--- config.mk ---
export PLATFORM = sky130hd
export DESIGN_NAME = spp_top
export DESIGN_NICKNAME = d
export VERILOG_FILES = /design/src/spp_pkg.sv /design/src/spp_top.sv
export SDC_FILE = /design/constraint.sdc
export NUM_CORES = 1
export LEC_CHECK = 0
export CAP_MARGIN = 20
export CORE_MARGIN = 1.5
export CORE_UTILIZATION = 38
export DETAILED_ROUTE_END_ITERATION = 8
export DONT_BUFFER_PORTS = 1
export HOLD_SLACK_MARGIN = 0.05
export PLACE_DENSITY_LB_ADDON = 0.1
export SLEW_MARGIN = 20
export SYNTH_ARGS = -nofsm -noshare
export SYNTH_HDL_FRONTEND = slang
export SYNTH_HIERARCHICAL = 1
export SYNTH_SLANG_ARGS = --single-unit
--- constraint.sdc ---
create_clock -name i_mclk -period 7.9 [get_ports i_mclk]
set_input_delay 0.79 -clock i_mclk [delete_from_list [all_inputs] [get_ports i_mclk]]
set_output_delay 0.79 -clock i_mclk [all_outputs]
set_load 0.05 [all_outputs]
--- src/spp_pkg.sv ---
/*
  constants, states, register struct and helpers for the serial parameter interpreter.
  assumes 7-bit ascii characters from a uart that checks parity and framing itself.
*/
package spp_pkg;
  // ==========================================================
  // control characters and ascii classes
  localparam logic [6:0] C_EOT   = 7'h04;
  localparam logic [6:0] C_ENQ   = 7'h05;
  localparam logic [6:0] C_STX   = 7'h02;
  localparam logic [6:0] C_ETX   = 7'h03;
  localparam logic [6:0] C_ACK   = 7'h06;
  localparam logic [6:0] C_BS    = 7'h08;
  localparam logic [6:0] C_NAK   = 7'h15;
  localparam logic [6:0] C_ZERO  = 7'h30;
  localparam logic [6:0] C_NINE  = 7'h39;
  localparam logic [6:0] C_SPACE = 7'h20;
  localparam logic [6:0] C_PLUS  = 7'h2b;
  localparam logic [6:0] C_MINUS = 7'h2d;
  localparam logic [2:0] DIG_HI  = 3'h3;   // upper bits of an ascii digit
  localparam logic [6:0] BCC_MIN = 7'h20;  // lowest legal check character
  // ==========================================================
  // field counts and reply positions
  localparam logic [3:0] ADDR_LAST = 4'h3;
  localparam logic [3:0] PAR_LEN   = 4'h4;
  localparam logic [2:0] DATA_MAX  = 3'h5;
  localparam logic [3:0] R_SIGN    = 4'h5;
  localparam logic [3:0] R_ETX     = 4'ha;
  localparam logic [3:0] R_BCC     = 4'hb;
  // ==========================================================
  // states and registered state
  typedef enum logic [3:0] {
    S_IDLE  = 4'b0000, S_ADDR = 4'b0001, S_HEAD = 4'b0010, S_PARAM = 4'b0011,
    S_WDATA = 4'b0100, S_WCHK = 4'b0101, S_WQRY = 4'b0110, S_RDQ   = 4'b0111,
    S_REPLY = 4'b1000, S_AFTER = 4'b1001, S_ONE = 4'b1010
  } spp_state_t;
  typedef struct packed {
    spp_state_t  st;
    logic [3:0]  cnt;
    logic        wr_mode;
    logic        own;
    logic        all;
    logic        bad;
    logic [15:0] par;
    logic        sgn;
    logic [15:0] mag;
    logic [2:0]  nd;
    logic [6:0]  bcc;
    logic [6:0]  one;
    logic        rd;
    logic        wr;
    logic        wv;
    logic [6:0]  wd;
  } spp_regs_t;
  // ==========================================================
  // check character floor
  function automatic logic [6:0] spp_fix(input logic [6:0] x);
    return (x < BCC_MIN) ? x + BCC_MIN : x;
  endfunction
  // four-digit bcd step up or down, wrapping
  function automatic logic [15:0] spp_step(input logic [15:0] v, input logic up);
    logic [15:0] r;
    logic        c;
    r = v;
    c = 1'b1;
    for (int i = 0; i < 4; i++) begin
      if (c) begin
        if (up) begin
          if (r[4*i +: 4] == 4'h9) r[4*i +: 4] = 4'h0;
          else begin
            r[4*i +: 4] = r[4*i +: 4] + 4'h1;
            c = 1'b0;
          end
        end else begin
          if (r[4*i +: 4] == 4'h0) r[4*i +: 4] = 4'h9;
          else begin
            r[4*i +: 4] = r[4*i +: 4] - 4'h1;
            c = 1'b0;
          end
        end
      end
    end
    return r;
  endfunction
endpackage

--- src/spp_top.sv ---
/*
  serial parameter protocol interpreter: parses host messages, answers with ack,
  nak, eot or a data reply through a transmit fifo. assumes a uart on the same
  clock delivering one 7-bit character per i_rx_valid pulse, and a parameter
  store answering o_par_rd with i_par_ack one or more cycles later.
*/
`timescale 1ns/1ps
// ==========================================================
// transmit fifo with registered output
module spp_fifo #(
  parameter int WIDTH = 7,
  parameter int DEPTH = 16
) (
  input  wire logic             i_mclk,
  input  wire logic             i_reset,
  input  wire logic             i_in_valid,
  input  wire logic [WIDTH-1:0] i_in_data,
  output logic                  o_in_ready,
  output logic                  o_out_valid,
  output logic [WIDTH-1:0]      o_out_data,
  input  wire logic             i_out_ready
);
  localparam int AW = $clog2(DEPTH);
  typedef struct packed {
    logic [DEPTH-1:0][WIDTH-1:0] mem;
    logic [AW-1:0]               wp;
    logic [AW-1:0]               rp;
    logic [AW:0]                 cnt;
    logic                        ov;
    logic [WIDTH-1:0]            od;
  } spp_fifo_t;
  spp_fifo_t f, next_f;
  logic      push;
  logic      pop;
  // pointer and count update; output stage refills when empty or taken
  always_comb begin
    next_f = f;
    push = i_in_valid && o_in_ready;
    pop = (f.cnt != '0) && (!f.ov || i_out_ready);
    if (i_out_ready) next_f.ov = 1'b0;
    if (pop) begin
      next_f.od = f.mem[f.rp];
      next_f.ov = 1'b1;
      next_f.rp = f.rp + 1'b1;
    end
    if (push) begin
      next_f.mem[f.wp] = i_in_data;
      next_f.wp = f.wp + 1'b1;
    end
    next_f.cnt = f.cnt + (AW+1)'(push) - (AW+1)'(pop);
  end
  always_ff @(posedge i_mclk or posedge i_reset) begin
    if (i_reset) f <= '0;
    else f <= next_f;
  end
  assign o_in_ready  = f.cnt < (AW+1)'(DEPTH);  // back-pressure to the interpreter
  assign o_out_valid = f.ov;
  assign o_out_data  = f.od;
endmodule
// ==========================================================
// message interpreter
module spp_top import spp_pkg::*; #(
  parameter int DEPTH = 16
) (
  input  wire logic        i_mclk,
  input  wire logic        i_reset,
  input  wire logic [6:0]  i_rx_char,
  input  wire logic        i_rx_valid,
  input  wire logic        i_rx_err,
  input  wire logic [7:0]  i_drive_addr,
  output logic [6:0]       o_tx_char,
  output logic             o_tx_valid,
  input  wire logic        i_tx_ready,
  output logic             o_par_rd,
  output logic             o_par_wr,
  output logic [15:0]      o_par_num,
  output logic             o_par_wsign,
  output logic [15:0]      o_par_wmag,
  input  wire logic        i_par_ack,
  input  wire logic        i_par_known,
  input  wire logic        i_par_sign,
  input  wire logic [15:0] i_par_mag,
  input  wire logic [15:0] i_par_limit
);
  spp_regs_t  s, next_s;
  logic       f_ready;
  logic       can_tx;
  logic       rx;
  logic       digit;
  logic [6:0] rc;
  logic [6:0] rep;

  // ==========================================================
  // reply character for the current position
  always_comb begin
    case (s.cnt)
      4'h0: rep = C_STX;
      4'h1, 4'h2, 4'h3, 4'h4: rep = {DIG_HI, s.par[4*(4 - s.cnt) +: 4]};
      R_SIGN: rep = s.sgn ? C_MINUS : C_PLUS;
      4'h6, 4'h7, 4'h8, 4'h9: rep = {DIG_HI, s.mag[4*(9 - s.cnt) +: 4]};
      R_ETX: rep = C_ETX;
      default: rep = spp_fix(s.bcc);
    endcase
  end
  // ==========================================================
  // parser and reply sequencer
  always_comb begin
    next_s = s;
    next_s.rd = 1'b0;
    next_s.wr = 1'b0;
    next_s.wv = 1'b0;
    rc = i_rx_char;
    rx = i_rx_valid;
    digit = (rc >= C_ZERO) && (rc <= C_NINE);
    can_tx = f_ready && !s.wv;  // one write every other cycle keeps ready honest
    if (rx && i_rx_err) next_s.bad = 1'b1;
    if (rx && rc == C_EOT) begin
      next_s.st = S_ADDR;
      next_s.cnt = '0;
      next_s.own = 1'b1;
      next_s.all = 1'b1;
      next_s.bad = i_rx_err;
    end else begin
      case (s.st)
        S_ADDR: if (rx) begin
          // each address digit arrives twice
          next_s.own = s.own && (rc == {DIG_HI, s.cnt[1] ? i_drive_addr[3:0]
                                                       : i_drive_addr[7:4]});
          next_s.all = s.all && (rc == C_ZERO);
          next_s.cnt = s.cnt + 4'h1;
          if (s.cnt == ADDR_LAST) next_s.st = S_HEAD;
        end
        S_HEAD: if (rx) begin
          next_s.cnt = '0;
          next_s.bcc = '0;
          if (!(s.own || s.all)) next_s.st = S_IDLE;
          else if (rc == C_STX) begin
            next_s.wr_mode = 1'b1;
            next_s.st = S_PARAM;
          end else if (digit) begin
            next_s.wr_mode = 1'b0;
            next_s.par = {12'h000, rc[3:0]};
            next_s.cnt = 4'h1;
            next_s.st = S_PARAM;
          end else begin
            next_s.one = C_NAK;
            next_s.st = S_ONE;
          end
        end
        S_PARAM: if (rx) begin
          if (digit && s.cnt < PAR_LEN) begin
            next_s.par = {s.par[11:0], rc[3:0]};
            next_s.bcc = s.bcc ^ rc;
            next_s.cnt = s.cnt + 4'h1;
            if (s.wr_mode && s.cnt == PAR_LEN - 4'h1) begin
              next_s.st = S_WDATA;
              next_s.sgn = 1'b0;
              next_s.mag = '0;
              next_s.nd = '0;
            end
          end else if (!s.wr_mode && s.cnt == PAR_LEN && rc == C_ENQ
                       && !s.bad && !i_rx_err) begin
            next_s.rd = 1'b1;
            next_s.st = S_RDQ;
          end else begin
            next_s.one = C_NAK;
            next_s.st = S_ONE;
          end
        end
        S_WDATA: if (rx) begin
          next_s.bcc = s.bcc ^ rc;
          if (rc == C_ETX) next_s.st = S_WCHK;
          else begin
            if (s.nd == DATA_MAX) next_s.bad = 1'b1;
            else next_s.nd = s.nd + 3'h1;
            if ((rc == C_PLUS || rc == C_MINUS) && s.nd == '0) next_s.sgn = rc == C_MINUS;
            else if (digit || rc == C_SPACE) begin
              next_s.mag = {s.mag[11:0], digit ? rc[3:0] : 4'h0};
              if (s.mag[15:12] != 4'h0) next_s.bad = 1'b1;
            end else next_s.bad = 1'b1;
          end
        end
        S_WCHK: if (rx) begin
          if (s.bad || i_rx_err || rc != spp_fix(s.bcc)) begin
            next_s.one = C_NAK;
            next_s.st = S_ONE;
          end else begin
            next_s.rd = 1'b1;
            next_s.st = S_WQRY;
          end
        end
        S_WQRY: if (i_par_ack) begin
          next_s.st = S_ONE;
          if (!i_par_known || s.mag > i_par_limit) next_s.one = C_NAK;
          else begin
            next_s.wr = 1'b1;
            next_s.one = C_ACK;
          end
        end
        S_RDQ: if (i_par_ack) begin
          if (!i_par_known) begin
            next_s.one = C_EOT;
            next_s.st = S_ONE;
          end else begin
            next_s.sgn = i_par_sign;
            next_s.mag = i_par_mag;
            next_s.cnt = '0;
            next_s.bcc = '0;
            next_s.st = S_REPLY;
          end
        end
        S_REPLY: if (can_tx) begin
          next_s.wv = 1'b1;
          next_s.wd = rep;
          if (s.cnt != '0 && s.cnt != R_BCC) next_s.bcc = s.bcc ^ rep;
          next_s.cnt = s.cnt + 4'h1;
          if (s.cnt == R_BCC) next_s.st = S_AFTER;
        end
        S_AFTER: if (rx) begin
          next_s.rd = 1'b1;
          next_s.st = S_RDQ;
          if (rc == C_ACK) next_s.par = spp_step(s.par, 1'b1);
          else if (rc == C_BS) next_s.par = spp_step(s.par, 1'b0);
          else if (rc != C_NAK) begin
            next_s.rd = 1'b0;
            next_s.st = S_IDLE;
          end
        end
        S_ONE: if (can_tx) begin
          next_s.wv = 1'b1;
          next_s.wd = s.one;
          next_s.st = S_IDLE;
        end
        default: ;
      endcase
    end
  end
  always_ff @(posedge i_mclk or posedge i_reset) begin
    if (i_reset) s <= '0;
    else s <= next_s;
  end
  // ==========================================================
  // transmit buffer and store outputs
  spp_fifo #(.WIDTH(7), .DEPTH(DEPTH)) u_fifo (
    .i_mclk      (i_mclk),
    .i_reset     (i_reset),
    .i_in_valid  (s.wv),
    .i_in_data   (s.wd),
    .o_in_ready  (f_ready),
    .o_out_valid (o_tx_valid),
    .o_out_data  (o_tx_char),
    .i_out_ready (i_tx_ready)
  );
  assign o_par_rd    = s.rd;
  assign o_par_wr    = s.wr;
  assign o_par_num   = s.par;
  assign o_par_wsign = s.sgn;
  assign o_par_wmag  = s.mag;
  // ==========================================================
  // checks
  logic eot_in;
  assign eot_in = rx && rc == C_EOT;
endmodule

==> results of run 1 <==
==> worst max path at each step <==
stage	start	cells after the start	to
after global routing	s[64]	8	o_par_wmag[0]
after detailed placement	s[64]	8	o_par_wmag[0]
after global placement	s[64]	8	o_par_wmag[0]
after floorplan	i_reset	1	u_fifo/f[100]
after CTS	s[64]	8	o_par_wmag[0]
final	s[64]	8	o_par_wmag[0]
==> power by group <==
group	internal [W]	switching, W	leakage, nW
logic	0.000671	0.000916	2.93
clock network	0.000767	0.000473	0.441
registers	0.00121	0.000618	2.71
total	0.00265	0.00201	6.07
==> per-stage QoR <==
step                utilization (%)  hold WS [ns]  instances  cell area [um^2]  setup slack, ns
CTS                            41.6         0.236       1580             13600             4.06
global route                   41.7         0.254       1581             13600             3.91
global placement               38.9         0.463       1534             12700             4.20
detailed placement             38.9         0.471       1534             12700             4.08
floorplan                         -         0.425       1193             12700             3.56
finish                         41.7         0.222       1581             13600             4.25
==> cells by family (layout without fill, tap and decap cells) <==
group	after synthesis	in the layout	synth area share, %
buffers and inverters	169	115	6.66
adder cells (fa/ha/maj)	55	55	5.47
multiplexers	175	175	19.0
AND/OR/NAND/NOR	310	310	13.7
AO/OA/AOI/OAI	260	260	13.9
flip-flops	201	201	39.6
XOR/XNOR	23	23	1.58
==> flip-flops by register name, summed over array words and instances (netlist names) <==
signal / count
u_fifo/f: 125
s: 33
o_par_num: 16
o_par_wmag: 16
u_fifo/o_out_data: 7
o_par_rd: 1
o_par_wr: 1
o_par_wsign: 1
u_fifo/o_out_valid: 1
==> Yosys cell counts, types with 8 or more instances <==
master,count
ha_1,54
and3_1,8
o21ai_0,62
a22o_1,11
nand2b_1,22
xnor2_1,13
mux4_2,28
nand4_1,11
inv_1,60
nor3_1,14
a22oi_1,20
clkbuf_1,43
xor2_1,10
o211ai_1,13
nor2b_1,10
nand2_1,76
mux4_1,10
a21o_1,11
mux2i_1,20
nand3_1,35
nor2_1,51
dfrtp_1,201
buf_4,41
o31ai_1,9
o22ai_1,10
nand3b_1,8
mux2_1,8
a21oi_1,49
buf_2,14
mux2_2,107
a211oi_1,12
==> per-layer routing <==
layer,share of wire [%],up-vias
met4,2.2,0
met2,48,199
met3,4.4,45
met1,46,4478
li1,-,4227
met5,0,-
==> critical path, delay by kind of cell, from the launching register on <==
kind,cells,cell delay [ns]
AO/OA/AOI/OAI,5,1.92
buffers and inverters,1,0.15
flip-flops,1,0.84
adder cells (fa/ha/maj),1,0.35
AND/OR/NAND/NOR,1,0.23
==> layout make-up <==
type	count	share of cell area (%)
well taps	442	4.06
repair buffers	9	0.496
inverters	60	1.70
flip-flops and latches	201	36.9
clock inverters	17	1.72
multi-input cells	823	50.3
clock buffers	29	4.85
==> results.sh, run 1 <==
export IMPL_status="finished, final reports clean"
export IMPL_maxSlewHeadroom_pct=35.2
export IMPL_finalCriticalPeriod_ns=3.65
export IMPL_ys_top_cells_by_area="dfrtp_1 40%, mux2_2 9.5%, ha_1 5.3%"
export IMPL_grt_start_max_net_pins=72
export IMPL_io_buffer_count=0
export IMPL_clock_path_buffers=3
export IMPL_met1_usage_pct=26.8
export IMPL_netlist_area_leader_share_pct=39.6
export IMPL_drv_slew=0
export IMPL_vias=8949
export IMPL_grt_pass1_vias=9243
export IMPL_cts_root_buf="clkbuf_16"
export IMPL_synth_edff_count=0
export IMPL_ys_warn_count=6
export IMPL_cap_violations=0
export IMPL_syn_area_um2=12700
export IMPL_cts_num_sinks=201
export IMPL_grt_busiest_layer="met2"
export IMPL_grt_usage_pct=20.3
export IMPL_crit_arrival_ns=4.04
export IMPL_ys_seq_elements=201
export IMPL_synth_ff_type="dfrtp_1"
export IMPL_syn_to_final_growth_pct=7.22
export IMPL_async_reset_ff_share_pct=100
export IMPL_avgSynthCellArea_um2=10.7
export IMPL_max_stage_delay_ns=0.84
export IMPL_rsz0062_at_grt="no"
export IMPL_syn_num_nets=1303
export IMPL_fmax_ghz=0.274
export IMPL_worstSetupStartpointType="register"
export IMPL_hold_viol=0
export IMPL_r2r_slack_ns=4.25
export IMPL_ys_types=91
export IMPL_drtAntennaViolNets=0
export IMPL_cts_resized=0
export IMPL_cts_hold_buf=0
export IMPL_mostFrequentLayoutCell="dfrtp_1"
export IMPL_drive_gt1_share_pct=20.9
export IMPL_min_path_type="primary input to asynchronous set/reset pin"
export IMPL_cts_clk_slew_worst_paths_ns=0.06
export IMPL_cp_required_ns=8.29
export IMPL_antenna_found_initial=0
export IMPL_crit_top_cell="a221oi_1"
export IMPL_drc=0
export IMPL_grt_pass1_wl_um=54200
export IMPL_cts_buffers_inserted=25
export IMPL_cts_tree="built"
export IMPL_multi_input_area_um2=6850
export IMPL_path_cells="inv_1, ha_1, nor3b_1, o211ai_1, a221oi_1, o2111ai_4, a221oi_1, a21oi_1"
export IMPL_clk_latency_ns=0.54
export IMPL_wl_per_cell_um=21.6
export IMPL_crit_type="register to register"
export IMPL_r2r_start="s[64]"
export IMPL_seq_area_um2=5030
export IMPL_io_pins=98
export IMPL_n_fill_cell=3241
export IMPL_start_util_pct=38.9
export IMPL_grtUsageMet3_pct=3.42
export IMPL_rows=66
export IMPL_postCtsSetupBuffers=0
export IMPL_p_total_w=0.00465
export IMPL_ff2ff_path_depth=8
export IMPL_nets=1230
export IMPL_seq_area_frac_synth_pct=39.6
export IMPL_drt_wl_total_um=34100
export IMPL_dieArea_um2=34600
export IMPL_dr_pass1_iters=6
export IMPL_syn_inst=1193
export IMPL_power_density_nw_per_um2=341
export IMPL_skew_ns=0.0110
export IMPL_ir_drop_mv=0.189
export IMPL_hpwl_um=23700
export IMPL_drt_iter0_drc=527
export IMPL_n_antenna_cell=0
export IMPL_yosysTopAreaCell="dfrtp_1"
export IMPL_grt_ovfl_total=0
export IMPL_setup_tns_ns=0
export IMPL_vias_per_cell=5.66
export IMPL_coreArea_um2=32700
export IMPL_p_leak_nw=6.07
export IMPL_most_common_layout_cells="201 x dfrtp_1, 107 x mux2_2, 76 x nand2_1, 62 x o21ai_0, 58 x inv_1"
export IMPL_rr_endpoint="o_par_wmag[0]"
export IMPL_worstSetupEndpointType="register"
export IMPL_die_x_um=186
export IMPL_gp_congestion=0.882
export IMPL_fp_dieH_um=186
export IMPL_crit_fanout=32
export IMPL_worst_pin_slew_ns=0.972
export IMPL_slowest_stage="dfrtp_1"
export IMPL_cts_max_level=1
export IMPL_post_route_period_util_pct=46.3
export IMPL_setup_viol=0
export IMPL_grtUsageMet2_pct=34.3
No activity file was read; power rests on OpenSTA's default activity.
==> inputs of run 2 (changes only) <==
- clock period: 7.9 -> 3.6 ns (I/O delays scaled with it)
==> run 2 against run 1 <==
Compared with the run above: clock-buffer cell count rose by 6; fmax rose by 13%; die area did not move; sequential cell count did not move; largest power group unchanged; worst hold slack got worse by 0.17 ns; global-route usage rose by 0.18 points; wire length rose by 1.5%.
==> results.sh, run 2 (synthesized netlist as in run 1, its figures left out) <==
export IMPL_syn_to_final_growth_pct=9.73
export IMPL_hold_viol=0
export IMPL_setup_viol=0
export IMPL_met1_usage_pct=27.3
export IMPL_finalInstanceArea_um2=13900
export IMPL_gp_congestion=0.905
export IMPL_mostFrequentLayoutCell="dfrtp_1"
export IMPL_cts_num_sinks=201
export IMPL_crit_type="register to register"
export IMPL_grt_start_max_net_pins=127
export IMPL_crit_arrival_ns=3.65
export IMPL_grt_pass1_wl_um=54800
export IMPL_rr_endpoint="o_par_wmag[0]"
export IMPL_most_common_layout_cells="201 x dfrtp_1, 107 x mux2_2, 76 x nand2_1, 62 x o21ai_0, 58 x inv_1"
export IMPL_vias=9242
export IMPL_drt_iter0_drc=557
export IMPL_start_util_pct=38.9
export IMPL_hpwl_um=23900
export IMPL_rows=66
export IMPL_setup_tns_ns=0
export IMPL_nets=1269
export IMPL_fin_util_pct=42.7
export IMPL_power_density_nw_per_um2=733
export IMPL_fp_dieH_um=186
export IMPL_grt_ovfl_total=0
export IMPL_drt_wl_total_um=34600
export IMPL_p_leak_nw=6.23
export IMPL_cts_clk_slew_worst_paths_ns=0.06
export IMPL_antenna_found_initial=0
export IMPL_skew_ns=0.0175
export IMPL_hold_depth=2
export IMPL_grt_busiest_layer="met2"
export IMPL_worst_pin_slew_ns=0.759
export IMPL_drc=0
export IMPL_r2r_slack_ns=0.37
export IMPL_hold_slack_ns=0.0508
export IMPL_rsz0062_at_grt="no"
export IMPL_drive_gt1_share_pct=21.6
export IMPL_r2r_start="s[66]"
export IMPL_status="finished, final reports clean"
export IMPL_io_buffer_count=0
export IMPL_die_x_um=186
export IMPL_grt_pass1_vias=9331
export IMPL_drv_slew=0
export IMPL_cap_violations=0
export IMPL_dr_pass1_iters=5
export IMPL_seq_area_um2=5030
export IMPL_top_regs="u_fifo/f (125), s (33)"
export IMPL_cts_tree="built"
export IMPL_worstSetupEndpointType="register"
export IMPL_worstSetupStartpointType="register"
export IMPL_clk_latency_ns=0.55
export IMPL_ff2ff_path_depth=9
export IMPL_ir_drop_mv=0.384
export IMPL_dieArea_um2=34600
export IMPL_grtUsageMet3_pct=3.40
export IMPL_grtUsageMet2_pct=34.2
export IMPL_wl_per_cell_um=21.4
export IMPL_maxSlewHeadroom_pct=48.7
export IMPL_io_pins=98
export IMPL_clock_path_buffers=3
export IMPL_coreArea_um2=32700
export IMPL_drtAntennaViolNets=0
export IMPL_hold_end="o_par_wmag[12]"
export IMPL_min_path_type="primary input to register"
export IMPL_top_register="u_fifo/f"
export IMPL_vias_per_cell=5.70
export IMPL_grt_usage_pct=20.4
export IMPL_cp_required_ns=4.02
export IMPL_crit_fanout=32
export IMPL_hp_start="i_par_mag[12]"
export IMPL_n_fill_cell=3216
export IMPL_placed_area_um2=12900
export IMPL_cts_buffers_inserted=25
export IMPL_finalCriticalPeriod_ns=3.23
export IMPL_multi_input_area_um2=6850
export IMPL_largest_reg_flops=125
export IMPL_n_antenna_cell=0
export IMPL_post_route_period_util_pct=89.8
export IMPL_cts_max_level=1
export IMPL_cts_root_buf="clkbuf_16"
export IMPL_fmax_ghz=0.309
==> run 2: changes by cell type in the layout (fill, tap and decap cells not counted), moves of 2 or more <==
cell           delta
dlygate4sd3_1    +21
buf_4            +16
clkinv_2          -2
clkbuf_1          +2
bufinv_16         -3
clkbuf_8          +4
buf_12            +2
==> run 2: worst max-delay path by stage <==
stage,endpoint,cells past startpoint,slack [ns],from
2_1_floorplan,s[18],12,0.68,s[64]
3_3_place_gp,s[17],7,0.71,s[66]
3_5_place_dp,s[18],7,0.65,s[66]
4_1_cts,o_par_wmag[0],9,0.19,s[66]
5_1_grt,o_par_wmag[0],9,0.14,s[66]
6_report,o_par_wmag[0],9,0.37,s[66]
==> run 2: where the power goes <==
group | total (W) | leakage, nW | switching [W] | internal (W)
clock | 0.00258 | 0.422 | 0.00103 | 0.00155
sequential | 0.00388 | 2.71 | 0.00123 | 0.00265
combinational | 0.00376 | 3.10 | 0.00215 | 0.00161
total | 0.0102 | 6.23 | 0.00440 | 0.00581
==> run 2: what timing repair did <==
| item | CTS | global route |
|---|---|---|
| endpoints found under the setup margin | 0 | 1 |
| hold buffers | 21 | 0 |
| hold endpoints to repair | 57 | 0 |
| resized for setup | 0 | 1 |
| setup buffers | 0 | 0 |
==> run 2: metal layers <==
| metal | vias up | part of all wire [%] |
|---|---|---|
| li1 | 4295 | - |
| met1 | 4689 | 45 |
| met2 | 208 | 48 |
| met3 | 50 | 4.6 |
| met4 | 0 | 2.4 |
| met5 | - | 0 |
==> run 2: metrics by stage <==
step,worst slack (ns),cells,power [W]
6_report,0.366,1620,0.0102
5_1_grt,0.138,1620,0.0109
4_1_cts,0.190,1620,0.0103
3_5_place_dp,0.649,1553,0.00767
3_3_place_gp,0.711,1553,0.00765
2_1_floorplan,0.679,1193,0.00673
==> run 2: worst max-delay path, stage by stage, from the launching register on <==
cell	delay, ns
dfrtp_1	0.68
ha_1	0.25
nor3b_1	0.20
o211ai_1	0.23
a221oi_2	0.50
o2111ai_2	0.17
buf_4	0.26
a221oi_1	0.21
dlygate4sd3_1	0.58
a21oi_1	0.04
==> run 2: final cells by class <==
class / count / share of cell area, %
Sequential cell: 201 / 36.1
Clock buffer: 35 / 5.19
Tap cell: 442 / 3.97
Inverter: 60 / 1.65
Timing Repair Buffer: 48 / 3.14
Multi-Input combinational cell: 823 / 49.1
Clock inverter: 11 / 0.906
==> inputs of run 3 (changes only) <==
- SYNTH_HIERARCHICAL: 1 -> default
- clock period: 3.6 -> 3.15 ns (I/O delays scaled with it)
==> run 3 against run 2 <==
Compared with the run above: final area increased by 2.0%; synthesized area is 0.47% lower; combinational power increased by 9.6%; critical path depth shrank 2; utilization up 0.98 points.
==> results.sh, run 3 <==
export IMPL_top_register="u_fifo.f"
export IMPL_post_route_period_util_pct=87.4
export IMPL_worst_pin_slew_ns=0.864
export IMPL_vias_per_cell=5.65
export IMPL_max_stage_delay_ns=0.70
export IMPL_io_pins=98
export IMPL_p_comb_share_pct=37.9
export IMPL_min_path_type="primary input to register"
export IMPL_synth_edff_count=0
export IMPL_top_regs="u_fifo.f (125), s (33)"
export IMPL_drv_slew=0
export IMPL_p_switching_w=0.00436
export IMPL_cts_tree="built"
export IMPL_die_x_um=185
export IMPL_grt_start_max_net_pins=54
export IMPL_hold_viol=0
export IMPL_drtAntennaViolNets=0
export IMPL_dr_pass1_iters=5
export IMPL_cap_violations=0
export IMPL_skew_ns=0.00935
export IMPL_cts_resized=0
export IMPL_cts_buffers_inserted=25
export IMPL_crit_fanout=18
export IMPL_syn_area_um2=12700
export IMPL_setup_tns_ns=0
export IMPL_ys_seq_elements=201
export IMPL_fp_dieH_um=185
export IMPL_power_internal_w=0.00649
export IMPL_crit_arrival_ns=3.24
export IMPL_synth_most_common_cell="dfrtp_1"
export IMPL_mostFrequentLayoutCell="dfrtp_1"
export IMPL_ir_drop_mv=0.481
export IMPL_clockPowerShare_pct=26.4
export IMPL_cp_required_ns=3.63
export IMPL_status="finished, final reports clean"
export IMPL_synth_ff_type="dfrtp_1"
export IMPL_ys_warn_count=0
export IMPL_avgSynthCellArea_um2=10.8
export IMPL_nets=1286
export IMPL_rsz0062_at_grt="no"
export IMPL_wl_per_cell_um=21.5
export IMPL_grt_usage_pct=21.1
export IMPL_async_reset_ff_share_pct=100
export IMPL_crit_type="register to register"
export IMPL_gp_congestion=0.927
export IMPL_drc=0
export IMPL_power_density_nw_per_um2=763
export IMPL_drive_gt1_share_pct=26.4
export IMPL_slowest_stage="or4b_1"
export IMPL_p_sw_share_pct=40.2
export IMPL_io_buffer_count=0
export IMPL_clock_path_buffers=3
export IMPL_vias=9241
export IMPL_netlist_area_leader_share_pct=39.8
export IMPL_coreArea_um2=32600
export IMPL_rows=66
export IMPL_worstSetupEndpointType="register"
export IMPL_ys_types=88
export IMPL_syn_to_final_growth_pct=12.5
export IMPL_fmax_ghz=0.363
export IMPL_worstSetupStartpointType="register"
export IMPL_start_util_pct=38.8
export IMPL_fin_util_pct=43.6
export IMPL_grt_ovfl_total=0
export IMPL_pwr_share_seq_pct=35.7
export IMPL_grt_pass1_vias=9369
export IMPL_cts_clk_slew_worst_paths_ns=0.06
export IMPL_synthTopCellsByCount="201 x dfrtp_1, 129 x mux2_2, 83 x nand2_1"
export IMPL_ys_top_cells_by_area="dfrtp_1 40%, mux2_2 11%, mux4_2 7.8%"
export IMPL_p_leak_nw=6.38
export IMPL_n_antenna_cell=0
export IMPL_finalCriticalPeriod_ns=2.75
export IMPL_yosysTopAreaCell="dfrtp_1"
export IMPL_dieArea_um2=34400
export IMPL_syn_inst=1166
export IMPL_most_common_layout_cells="200 x dfrtp_1, 129 x mux2_2, 83 x nand2_1, 65 x inv_1, 58 x buf_4"
export IMPL_cts_max_level=1
export IMPL_seq_area_frac_synth_pct=39.8
export IMPL_clk_latency_ns=0.54
export IMPL_grt_pass1_wl_um=55700
export IMPL_drt_wl_total_um=35200
export IMPL_largest_reg_flops=125
export IMPL_cts_num_sinks=201
export IMPL_hpwl_um=24700
export IMPL_syn_num_nets=1275
export IMPL_drt_iter0_drc=570
export IMPL_maxSlewHeadroom_pct=42.2
export IMPL_antenna_found_initial=0
export IMPL_path_cells="or4b_1, buf_4, a21oi_1, a31oi_1, nor2_1, o22a_1, dlygate4sd3_1"
export IMPL_cts_root_buf="clkbuf_16"
export IMPL_setup_viol=0
==> run 3: cell count changes after synthesis, moves of 7 or more <==
cell      change
a22o_1        +7
nand2b_1      -8
mux2_2       +22
a211oi_1      -8
mux4_1       -10
mux4_2       +16
a22oi_1      -16
mux2_4       +11
nand2_1       +7
o21ai_0      -11
o22ai_1       -7
mux2_1        -8
==> run 3: cell type report <==
type / instances / area [um^2]
clock inverters: 10 / 90.1
inverters: 67 / 255
repair buffers: 91 / 816
well taps: 442 / 553
multi-input cells: 791 / 6750
clock buffers: 35 / 733
fillers: 3104 / 18400
flip-flops and latches: 201 / 5030
==> run 3: final timing paths <==
kind                            startpoint            end  slack (ns)  depth (start not counted)
worst max-delay path                 s[69]          s[60]        0.40                          7
worst min-delay path            i_par_sign    o_par_wsign        0.07                          2
worst max register to register       s[69]          s[60]        0.40                          7
worst min register to register       s[12]          s[12]        0.48                          1
max in group asynchronous          i_reset  u_fifo.f[109]        2.01                          3
min in group asynchronous          i_reset    u_fifo.f[8]        0.38                          2
==> run 3: cells by family (layout without fill, tap and decap cells) <==
group / Yosys count / after routing / share of synthesized area, %
compound gates: 236 / 236 / 13.0
xor+xnor: 24 / 24 / 1.66
buf+inv: 174 / 203 / 6.85
fa+ha+maj: 54 / 54 / 5.40
simple gates: 276 / 276 / 11.3
flops: 201 / 201 / 39.8
mux: 201 / 201 / 22.0
==> run 3: routing by layer <==
metal | GRT usage, % | vias to the layer above | routed length, um
li1 | - | 4273 | -
met1 | 27.3 | 4666 | 15400
met2 | 35.9 | 255 | 17000
met3 | 4.09 | 47 | 1790
met4 | 5.59 | 0 | 941
met5 | 0 | - | 0
==> run 3: what timing repair did <==
item / in CTS / in global routing
hold buffers: 28 / 0
buffers inserted: 0 / 0
endpoints found under the hold margin: 54 / 0
==> run 3: worst max-delay path: cells and delay by family, from the launching register on <==
family | cells | cell delay, ns
AND/OR/NAND/NOR | 2 | 0.82
buffers and inverters | 2 | 0.76
flip-flops | 1 | 0.57
AO/OA/AOI/OAI | 3 | 0.54
==> run 3: metrics by stage <==
stage	instance area [um^2]	setup WS, ns	cells	hold WS (ns)	power (W)
after global placement	13100	0.562	1564	0.365	0.00800
final	14200	0.396	1637	0.0735	0.0109
after CTS	14200	0.437	1637	0.0501	0.0110
after detailed placement	13100	0.498	1564	0.353	0.00800
after floorplan	12700	0.233	1166	0.411	0.00692
after global routing	14200	0.234	1637	0.0614	0.0116
==> run 3: power by group through the flow <==
stage	combinational, W	clock (W)	sequential, W
6_report	0.00412	0.00286	0.00387
5_1_grt	0.00453	0.00306	0.00397
4_1_cts	0.00414	0.00296	0.00388
3_5_place_dp	0.00408	0	0.00392
3_3_place_gp	0.00408	0	0.00392
2_1_floorplan	0.00355	0	0.00337
